File: src/common/dpf_pkg.sv
// Shared constants and types for the dual phase/frequency detector output control.
package dpf_pkg;

  // Register port geometry.
  localparam int unsigned ADDR_W = 8;
  localparam int unsigned DATA_W = 32;

  // Register offsets.
  localparam logic [ADDR_W-1:0] REG_CTRL = 8'h00;
  localparam logic [ADDR_W-1:0] REG_SEL  = 8'h04;
  localparam logic [ADDR_W-1:0] REG_STAT = 8'h08;

  // Control register bit positions.
  localparam int unsigned CTL_SEC_STBY   = 0;
  localparam int unsigned CTL_MAIN_STBY  = 1;
  localparam int unsigned CTL_SEC_FLOAT  = 3;
  localparam int unsigned CTL_MAIN_FLOAT = 4;
  localparam int unsigned CTL_REF_SRC    = 6;

  // Selection register bit positions.
  localparam int unsigned SEL_GAIN = 0;
  localparam int unsigned SEL_LOW  = 1;
  localparam int unsigned SEL_MID  = 2;
  localparam int unsigned SEL_TOP  = 3;

  // Synchronised pin vector layout.
  localparam int unsigned NPIN      = 7;
  localparam int unsigned PIN_MODE  = 0;
  localparam int unsigned PIN_POL_M = 1;
  localparam int unsigned PIN_POL_S = 2;
  localparam int unsigned PIN_FV_M  = 3;
  localparam int unsigned PIN_FR_M  = 4;
  localparam int unsigned PIN_FV_S  = 5;
  localparam int unsigned PIN_FR_S  = 6;

  // Adapt timer: shortest interval in reference cycles, doubled per code step.
  localparam int unsigned ADAPT_W    = 8;
  localparam logic [7:0]  ADAPT_BASE = 8'h10;

  typedef struct packed {
    logic ref_src;
    logic main_float;
    logic sec_float;
    logic main_stby;
    logic sec_stby;
  } dpf_ctl_t;

  typedef struct packed {
    logic       top;
    logic [1:0] code;
    logic       gain;
  } dpf_sel_t;

  localparam dpf_ctl_t CTL_RESET = '{ref_src: 1'b0, main_float: 1'b0, sec_float: 1'b0,
                                     main_stby: 1'b1, sec_stby: 1'b1};
  localparam dpf_sel_t SEL_RESET = '{top: 1'b0, code: 2'h0, gain: 1'b0};

  // One three-state current output: at most one of the two is high, neither means floating.
  typedef struct packed {
    logic source;
    logic sink;
  } dpf_cp_t;

  // Status word as read back.
  typedef struct packed {
    logic [7:0]      pad_hi;
    logic [7:0]      adapt_cnt;
    logic [1:0]      pad_lo;
    logic            dn_s;
    logic            up_s;
    logic            dn_m;
    logic            up_m;
    logic            adapt_done;
    logic            float_s_eff;
    logic            float_m_eff;
    logic [NPIN-1:0] pins;
  } dpf_stat_t;

  typedef struct packed {
    logic [NPIN-1:0]   s1;
    logic [NPIN-1:0]   s2;
    logic [NPIN-1:0]   s3;
    logic [NPIN-1:0]   pin;
    logic [NPIN-1:0]   pin_q;
    dpf_ctl_t          ctl;
    dpf_sel_t          sel;
    logic              float_m_eff;
    logic              float_s_eff;
    logic              up_m;
    logic              dn_m;
    logic              up_s;
    logic              dn_s;
    logic [ADAPT_W-1:0] adapt_cnt;
    logic              adapt_done;
    dpf_cp_t           hi_out;
    dpf_cp_t           lo_out;
    logic              sec_out;
    logic              sec_oe;
    logic              pol_oe;
    logic              pol_level;
    logic              outb_out;
    logic              outb_oe;
    logic              ref_ext;
    logic              gain_out;
    logic [DATA_W-1:0] rdata;
  } dpf_st_t;

endpackage : dpf_pkg

File: src/design/dpf_top.sv
// Output control for the main and secondary phase/frequency detectors.
//
// Functional notes
// - Mode high: main polarity pin low gives positive, high gives negative.
// - Mode high: secondary polarity pin low gives positive, high gives negative.
// - Mode low: both detectors positive regardless of polarity pins.
// - Mode low forces crystal and lets reference bit steer output B.
// - Main positive: VCO fast sinks, slow sources, matched floats.
// - Main negative: VCO fast sources, slow sinks, matched floats.
// - Secondary positive: VCO fast pulses low, slow pulses high, matched floats.
// - Secondary negative: VCO fast pulses high, slow pulses low.
// - Gain bit selects high-to-low current ratio 4:1 clear, 8:1 set.
// - Top select clear: low bits pick none, low, high or both outputs.
// - Top select set: high output for 16/32/64/128 reference cycles, then low.
// - Main outputs not enabled by selection stay floating.
// - Main standby forces both main outputs floating.
// - Main float bit floats main outputs while counters run.
// - Secondary standby forces secondary output to high impedance.
// - Secondary float bit holds secondary output at high impedance.
// - Float bit changes wait until any pulse in progress has ended.
//
// The placing of the registers and strobed register access were chosen for this implementation.
`timescale 1ns/100ps
module dpf_top
  import dpf_pkg::*;
(
  input  wire logic              clock,
  input  wire logic              nrst,
  input  wire logic [ADDR_W-1:0] reg_addr,
  input  wire logic [DATA_W-1:0] reg_wdata,
  input  wire logic              reg_wr,
  input  wire logic              reg_rd,
  output logic      [DATA_W-1:0] reg_rdata,
  input  wire logic              mode_pin,
  input  wire logic              main_polarity_in,
  output logic                   main_polarity_out,
  output logic                   main_polarity_oe,
  input  wire logic              secondary_polarity_in,
  output logic                   secondary_polarity_out,
  output logic                   secondary_polarity_oe,
  input  wire logic              main_divided_vco,
  input  wire logic              main_divided_reference,
  input  wire logic              secondary_divided_vco,
  input  wire logic              secondary_divided_reference,
  output dpf_cp_t                main_detector_high_current_out,
  output dpf_cp_t                main_detector_low_current_out,
  output logic                   secondary_detector_out,
  output logic                   secondary_detector_out_oe,
  output logic                   gain_ratio_out,
  output logic                   reference_external,
  output logic                   output_b_out,
  output logic                   output_b_oe
);

  dpf_st_t         r;
  dpf_st_t         n;
  logic [NPIN-1:0] pin_raw;
  logic [NPIN-1:0] rise;
  logic            neg_m;
  logic            neg_s;
  logic            main_act;
  logic            sec_act;
  logic            hi_en;
  logic            lo_en;
  logic [7:0]      adapt_limit;
  logic            sel_wr;
  dpf_stat_t       stat;

  assign pin_raw[PIN_MODE]  = mode_pin;
  assign pin_raw[PIN_POL_M] = main_polarity_in;
  assign pin_raw[PIN_POL_S] = secondary_polarity_in;
  assign pin_raw[PIN_FV_M]  = main_divided_vco;
  assign pin_raw[PIN_FR_M]  = main_divided_reference;
  assign pin_raw[PIN_FV_S]  = secondary_divided_vco;
  assign pin_raw[PIN_FR_S]  = secondary_divided_reference;

  assign rise = r.pin & ~r.pin_q;

  // The polarity pins are only trusted while mode is high; with mode low they are our outputs.
  assign neg_m = r.pin[PIN_MODE] & r.pin[PIN_POL_M];
  assign neg_s = r.pin[PIN_MODE] & r.pin[PIN_POL_S];

  assign main_act = ~r.ctl.main_stby & ~r.float_m_eff;
  assign sec_act  = ~r.ctl.sec_stby & ~r.float_s_eff;

  assign adapt_limit = 8'(ADAPT_BASE << r.sel.code);
  assign sel_wr      = reg_wr && (reg_addr == REG_SEL);

  // Output selection: fixed codes, or the adapt timer handing the loop to the low output.
  always_comb
  begin
    if (!r.sel.top)
    begin
      hi_en = r.sel.code[1];
      lo_en = r.sel.code[0];
    end
    else
    begin
      hi_en = ~r.adapt_done;
      lo_en = r.adapt_done;
    end
  end

  always_comb
  begin
    stat             = '0;
    stat.pins        = r.pin;
    stat.float_m_eff = r.float_m_eff;
    stat.float_s_eff = r.float_s_eff;
    stat.adapt_done  = r.adapt_done;
    stat.up_m        = r.up_m;
    stat.dn_m        = r.dn_m;
    stat.up_s        = r.up_s;
    stat.dn_s        = r.dn_s;
    stat.adapt_cnt   = r.adapt_cnt;
  end

  always_comb
  begin
    n = r;

    // A pin level is accepted only once the second and third stages agree.
    n.s1 = pin_raw;
    n.s2 = r.s1;
    n.s3 = r.s2;
    for (int i = 0; i < NPIN; i++)
    begin
      if (r.s2[i] == r.s3[i])
      begin
        n.pin[i] = r.s3[i];
      end
    end
    n.pin_q = r.pin;

    // Register writes.
    if (reg_wr && (reg_addr == REG_CTRL))
    begin
      n.ctl.sec_stby   = reg_wdata[CTL_SEC_STBY];
      n.ctl.main_stby  = reg_wdata[CTL_MAIN_STBY];
      n.ctl.sec_float  = reg_wdata[CTL_SEC_FLOAT];
      n.ctl.main_float = reg_wdata[CTL_MAIN_FLOAT];
      n.ctl.ref_src    = reg_wdata[CTL_REF_SRC];
    end
    else if (sel_wr)
    begin
      n.sel.gain = reg_wdata[SEL_GAIN];
      n.sel.code = {reg_wdata[SEL_MID], reg_wdata[SEL_LOW]};
      n.sel.top  = reg_wdata[SEL_TOP];
    end

    // Read data stands only in the cycle after the read strobe.
    n.rdata = '0;
    if (reg_rd)
    begin
      if (reg_addr == REG_CTRL)
      begin
        n.rdata[CTL_SEC_STBY]   = r.ctl.sec_stby;
        n.rdata[CTL_MAIN_STBY]  = r.ctl.main_stby;
        n.rdata[CTL_SEC_FLOAT]  = r.ctl.sec_float;
        n.rdata[CTL_MAIN_FLOAT] = r.ctl.main_float;
        n.rdata[CTL_REF_SRC]    = r.ctl.ref_src;
      end
      else if (reg_addr == REG_SEL)
      begin
        n.rdata[SEL_GAIN] = r.sel.gain;
        n.rdata[SEL_LOW]  = r.sel.code[0];
        n.rdata[SEL_MID]  = r.sel.code[1];
        n.rdata[SEL_TOP]  = r.sel.top;
      end
      else if (reg_addr == REG_STAT)
      begin
        n.rdata = stat;
      end
    end

    // Detector cores: reference edge arms up, VCO edge arms down, coincidence clears both.
    // Counters keep running in float and standby; only the drivers are gated.
    n.up_m = r.up_m | rise[PIN_FR_M];
    n.dn_m = r.dn_m | rise[PIN_FV_M];
    if (n.up_m && n.dn_m)
    begin
      n.up_m = 1'b0;
      n.dn_m = 1'b0;
    end
    n.up_s = r.up_s | rise[PIN_FR_S];
    n.dn_s = r.dn_s | rise[PIN_FV_S];
    if (n.up_s && n.dn_s)
    begin
      n.up_s = 1'b0;
      n.dn_s = 1'b0;
    end

    // Float requests are deferred so that a pulse is never cut short.
    if (!(r.up_m || r.dn_m))
    begin
      n.float_m_eff = r.ctl.main_float;
    end
    if (!(r.up_s || r.dn_s))
    begin
      n.float_s_eff = r.ctl.sec_float;
    end

    // Adapt timer restarts on every selection write that sets the top bit.
    if (sel_wr && reg_wdata[SEL_TOP])
    begin
      n.adapt_cnt  = '0;
      n.adapt_done = 1'b0;
    end
    else if (r.sel.top && !r.adapt_done && rise[PIN_FR_M])
    begin
      n.adapt_cnt = r.adapt_cnt + 8'h01;
      if (n.adapt_cnt == adapt_limit)
      begin
        n.adapt_done = 1'b1;
      end
    end

    // Main drivers: sink on VCO-ahead in positive polarity, swapped in negative.
    n.hi_out.source = main_act & hi_en & (neg_m ? r.dn_m : r.up_m);
    n.hi_out.sink   = main_act & hi_en & (neg_m ? r.up_m : r.dn_m);
    n.lo_out.source = main_act & lo_en & (neg_m ? r.dn_m : r.up_m);
    n.lo_out.sink   = main_act & lo_en & (neg_m ? r.up_m : r.dn_m);

    // Secondary driver: voltage output, high impedance between pulses.
    n.sec_oe  = sec_act & (r.up_s | r.dn_s);
    n.sec_out = neg_s ? r.dn_s : r.up_s;

    // The polarity pins turn outward while mode is low; their signal is generated elsewhere.
    n.pol_oe    = ~r.pin[PIN_MODE];
    n.pol_level = 1'b0;

    n.ref_ext  = r.pin[PIN_MODE] & r.ctl.ref_src;
    n.outb_oe  = ~r.pin[PIN_MODE] & ~r.ctl.main_stby;
    n.outb_out = r.ctl.ref_src;
    n.gain_out = r.sel.gain;
  end

  always_ff @(posedge clock or negedge nrst)
  begin
    if (!nrst)
    begin
      r     <= '0;
      r.ctl <= CTL_RESET;
      r.sel <= SEL_RESET;
      // Mode reads high until its pin is known, so the polarity pins never fight an outside driver.
      r.s1[PIN_MODE]  <= 1'b1;
      r.s2[PIN_MODE]  <= 1'b1;
      r.s3[PIN_MODE]  <= 1'b1;
      r.pin[PIN_MODE] <= 1'b1;
    end
    else
    begin
      r <= n;
    end
  end

  assign reg_rdata                      = r.rdata;
  assign main_polarity_out              = r.pol_level;
  assign main_polarity_oe               = r.pol_oe;
  assign secondary_polarity_out         = r.pol_level;
  assign secondary_polarity_oe          = r.pol_oe;
  assign main_detector_high_current_out = r.hi_out;
  assign main_detector_low_current_out  = r.lo_out;
  assign secondary_detector_out         = r.sec_out;
  assign secondary_detector_out_oe      = r.sec_oe;
  assign gain_ratio_out                 = r.gain_out;
  assign reference_external             = r.ref_ext;
  assign output_b_out                   = r.outb_out;
  assign output_b_oe                    = r.outb_oe;

  chk_mode_low_positive: assert property (@(posedge clock) disable iff (!nrst)
    (!r.pin[PIN_MODE] && r.dn_m && main_act && lo_en) |=> main_detector_low_current_out.sink)
    else $error("Main detector not positive with mode low.");

  chk_main_neg_pol: assert property (@(posedge clock) disable iff (!nrst)
    (r.pin[PIN_MODE] && r.pin[PIN_POL_M] && r.dn_m && main_act && hi_en)
      |=> main_detector_high_current_out.source && !main_detector_high_current_out.sink)
    else $error("Main negative polarity not sourcing on VCO lead.");

  chk_main_pos_pol: assert property (@(posedge clock) disable iff (!nrst)
    (!neg_m && r.up_m && main_act && hi_en) |=> main_detector_high_current_out.source)
    else $error("Main positive polarity not sourcing on VCO lag.");

  chk_sec_pos_low: assert property (@(posedge clock) disable iff (!nrst)
    (!neg_s && r.dn_s && sec_act) |=> secondary_detector_out_oe && !secondary_detector_out)
    else $error("Secondary positive polarity not pulsing low.");

  chk_sec_neg_high: assert property (@(posedge clock) disable iff (!nrst)
    (neg_s && r.dn_s && sec_act) |=> secondary_detector_out_oe && secondary_detector_out)
    else $error("Secondary negative polarity not pulsing high.");

  chk_main_standby_float: assert property (@(posedge clock) disable iff (!nrst)
    r.ctl.main_stby |=> (main_detector_high_current_out == '0) && (main_detector_low_current_out == '0))
    else $error("Main outputs driven in standby.");

  chk_sec_standby_hiz: assert property (@(posedge clock) disable iff (!nrst)
    r.ctl.sec_stby |=> !secondary_detector_out_oe)
    else $error("Secondary output driven in standby.");

  chk_select_low_only: assert property (@(posedge clock) disable iff (!nrst)
    (!r.sel.top && r.sel.code == 2'h1) |=> (main_detector_high_current_out == '0))
    else $error("High output driven with low-only selection.");

  chk_adapt_exact: assert property (@(posedge clock) disable iff (!nrst)
    $rose(r.adapt_done) |-> (r.adapt_cnt == adapt_limit) && r.sel.top)
    else $error("Adapt handover at wrong count.");

  chk_float_held_pulse: assert property (@(posedge clock) disable iff (!nrst)
    (r.up_m || r.dn_m) |=> (r.float_m_eff == $past(r.float_m_eff)))
    else $error("Main float changed during a pulse.");

  chk_ref_crystal: assert property (@(posedge clock) disable iff (!nrst)
    !r.pin[PIN_MODE] |=> !reference_external)
    else $error("External reference selected with mode low.");

  chk_gain_follow: assert property (@(posedge clock) disable iff (!nrst)
    sel_wr |=> ##1 (gain_ratio_out == $past(reg_wdata[SEL_GAIN], 2)))
    else $error("Gain ratio output does not follow written bit.");

  chk_main_float_off: assert property (@(posedge clock) disable iff (!nrst)
    r.float_m_eff |=> (main_detector_high_current_out == '0) && (main_detector_low_current_out == '0))
    else $error("Main outputs driven while floating.");

  chk_sec_float_hiz: assert property (@(posedge clock) disable iff (!nrst)
    r.float_s_eff |=> !secondary_detector_out_oe)
    else $error("Secondary output driven while floating.");

  chk_select_none: assert property (@(posedge clock) disable iff (!nrst)
    (!r.sel.top && r.sel.code == 2'h0)
      |=> (main_detector_high_current_out == '0) && (main_detector_low_current_out == '0))
    else $error("Main output driven with no output selected.");

  chk_adapt_low_only: assert property (@(posedge clock) disable iff (!nrst)
    (r.sel.top && r.adapt_done) |=> (main_detector_high_current_out == '0))
    else $error("High output driven after adapt handover.");

  chk_main_neg_sink: assert property (@(posedge clock) disable iff (!nrst)
    (neg_m && r.up_m && main_act && lo_en)
      |=> main_detector_low_current_out.sink && !main_detector_low_current_out.source)
    else $error("Main negative polarity not sinking on VCO lag.");

  chk_outb_standby: assert property (@(posedge clock) disable iff (!nrst)
    r.ctl.main_stby |=> !output_b_oe)
    else $error("Output B driven with main loop in standby.");

endmodule : dpf_top

File: config.mk
export PLATFORM = sky130hd
export DESIGN_NAME = dpf_top
export DESIGN_NICKNAME = d
export VERILOG_FILES = /design/src/common/dpf_pkg.sv /design/src/design/dpf_top.sv
export SDC_FILE = /design/constraint.sdc
export NUM_CORES = 1
export LEC_CHECK = 0
export BUFFER_PORTS_ARGS = -buffer_cell sky130_fd_sc_hd__buf_2
export CAP_MARGIN = 0
export CORE_MARGIN = 2
export CORE_UTILIZATION = 56
export DETAILED_ROUTE_END_ITERATION = 7
export HOLD_SLACK_MARGIN = 0.06
export PLACE_DENSITY_LB_ADDON = 0.05
export SETUP_SLACK_MARGIN = 0.2
export SYNTH_ARGS = -nofsm -noshare
export SYNTH_HDL_FRONTEND = slang
export SYNTH_SLANG_ARGS = --single-unit
File: constraint.sdc
create_clock -name clock -period 3.9 [get_ports clock]
set_input_delay 1.17 -clock clock [delete_from_list [all_inputs] [get_ports clock]]
set_output_delay 1.17 -clock clock [all_outputs]
set_load 0.01 [all_outputs]
==> results.md <==
* Post-synth ARST share at 1.000
* Avg Synthesized Cell Area at 12.45 um2
* CTS Root Cell: clkbuf_8
* Vias per inst at 4.988
* Antenna Cells at 0
* Max_slew headroom at 0.2998
* H-tree levels at 3
* Final Max Tran Viols at 0
* Drt first-iter violations at 84
* Final setup vio count at 0
* Clock Pin Slew Worst Setup and Hold Paths at approximately 0.09 ns
* Layout Cells excl Fill at 404
* Core area at 6277 um2
* Worst-margin pin slew at 1.050 ns
* Layout Nets at roughly 380
* Grt ovf at 0
* DR top layer: met4
* Total CTS buffers at 9
* CP max stage delay at roughly 0.48 ns
* Most common cell after layout, fill and taps aside: dfrtp_1
* Crit. Startpoint: reg_addr[5]
* Post-CTS sizing at 0
* Hold Buf Count CTS at 0
* Crit Path Max Fanout at 5
* Hpwl dp at between 3 and 4 mm
* Synth area leaders: dfrtp_1 (58%), buf_4 (8.3%), dfstp_2 (4.4%)
* Min Tclk post-route at 2.422 ns
* DRT met1 WL at 2.568 mm
* Initial antenna violation count at 0
* Critical Setup Path Class: in2reg
* GRT Total Usage at 0.1724
* Initial core utilization at 0.5750
* Total design power at 2.139 mW
* Maximum root-to-sink buffer count at 2
* Worst hold start: n[90]
* Final design utilization at 0.6221
* Max Freq at 412.9 MHz
* Die width at 84.29 um
* CP startpoint kind: input port
* Commonest cells after routing, fill and taps aside: dfrtp_1 (83), buf_2 (57), nor2_1 (26)
* Final worst path period share at 0.6210
* Crit path max-delay cell type: nor2b_1
* Skew-Pair Late Insertion Delay at 0.36 ns
* Share of layout cells above drive strength 1 at 0.2936
* Ys flop type: dfrtp_1
* EDFF count, synth at 0
* Buffers on Ports at 58
* CTS tree: done
* Filler cells at 518
* Final hold violations at 0
* Register area share after synthesis at 0.6191
* # rows at 29
* Post-Syn Area at 3610 um2
* Global placement routability congestion at roughly 0.77
* Critical-path cell list: buf_2 > nor2_1 > nand3_1 > nor3b_1 > nor2b_1 > mux2_2
* Global-route wire length before repair at ~9.4 mm
* Arr. time, crit path at 2.67 ns
* ANT nets after route at 0
* Largest net degree at the start of global routing at 90
* I/O Pins at 97
* Setup tns final at 0 ns
* Avg WL per Cell at 14.15 um
* Static Leak at 1.938 nW
* Synth warn at 0
* Met3 WL at ~250 um
* Area growth, synth to finish at 8.180%
* Maximum vdd drop at 0.0003131 V
* TritonRoute pass-1 iters at 4
* Clk sinks at 89
* Worst r2r src: r[45]
* RSZ-0062 raised after global routing: no
* Vias in the first global route at 1,944
* Power Density at ~550 nW/um2
* Yosys top cell by area: dfrtp_1
* DRC Markers at 0
* Status: completed
* Clock skew at 0.01102 ns
* Inst Count DP at 388
* Crit. End Element: flop
* Gate count of the mapped netlist at 290
* Worst Hold Class: reg2reg
* Req. time, crit path at 4.14 ns
* DRT Wirelength at roughly 5.7 mm
* Setup bufs post-CTS at 0
* Synth Register Bits at 89
* Via count at 2,015
* Max cap viols at 0
* Die area at 7104 um2
* Synth unique cells at 39
* Share of the synthesized area in the top cell type at 0.5754
* Met2 routed WL at 2.790 mm
* Die height at 84.29 um
[worst max-delay path: cells and delay by family]
family,cells,cell delay [ns]
and+or+nand+nor,4,1.01
muxes,1,0.39
buffers and inverters,1,0.10
[cell type report]
type	instances	area [um2]	area share
multi-input combinational	159	1056	0.2704
sequential	89	2235	0.5723
inverter	4	15.01	0.003845
timing repair buffer	59	300.3	0.07690
clock inverter	6	75.07	0.01922
tap	77	96.34	0.02467
clock buffer	10	127.6	0.03268
[per-layer routing]
layer,up-vias,GRT usage
met3,11,0.05015
met2,40,0.2626
li1,974,-
met4,0,0.07478
met1,990,0.2329
met5,-,0
[flip-flops by register name, summed over array words and instances (netlist names)]
signal and cells:
gain_ratio_out 1, main_detector_high_current_out 2, main_detector_low_current_out 2, main_polarity_oe 1, n 23, output_b_oe 1, output_b_out 1, r 33
reference_external 1, reg_rdata 22, secondary_detector_out 1, secondary_detector_out_oe 1
[worst paths after layout]
kind,slack [ns],depth (start not counted),endpoint
min reg2reg,0.36,0,n[83]
max,1.48,6,r[65]
min,0.36,0,n[83]
max in group asynchronous,2.23,1,r[51]
max reg2reg,1.83,7,r[44]
min in group asynchronous,1.00,1,reg_rdata[5]
[kinds of logic (layout without fill, tap and decap cells)]
family                     Yosys count  after routing  share of synthesized area
other                                1             12                   0.001039
buffers and inverters               53             79                    0.09983
DFF                                 89             89                     0.6191
adders and majority gates            9              9                    0.02634
muxes                               22             22                    0.06482
and+or+nand+nor                     86             86                     0.1276
AOI/OAI and AO/OA                   19             19                    0.03466
xor gates and xnor gates            11             11                    0.02669
[power breakdown]
part	switching [mW]	internal, mW
logic	0.196	0.191
clock network	0.330	0.305
registers	0.106	1.01
total	0.631	1.51
[through the flow]
stage	hold WS, ns	worst slack [ns]	area [um2]
after detailed placement	0.3381	1.098	3702
after global placement	0.3340	1.097	3702
after global routing	0.3601	1.333	3905
after floorplan	0.3312	1.454	3651
after CTS	0.3579	1.481	3905
final	0.3558	1.478	3905
[synth_stat cells (3+ instances only)]
cell type	number
dfstp_2	6
maj3_1	7
or3_1	4
nor2_1	26
clkbuf_1	5
mux2i_1	11
nor2b_1	5
xnor2_1	6
inv_1	4
nand4_1	4
and3_1	3
buf_4	40
nor3_1	6
nand2_1	10
mux2_2	11
buf_2	3
nand3_1	3
xor2_1	5
and2_1	16
a21oi_1	9
dfrtp_1	83
(Power assumes the default switching activity.)
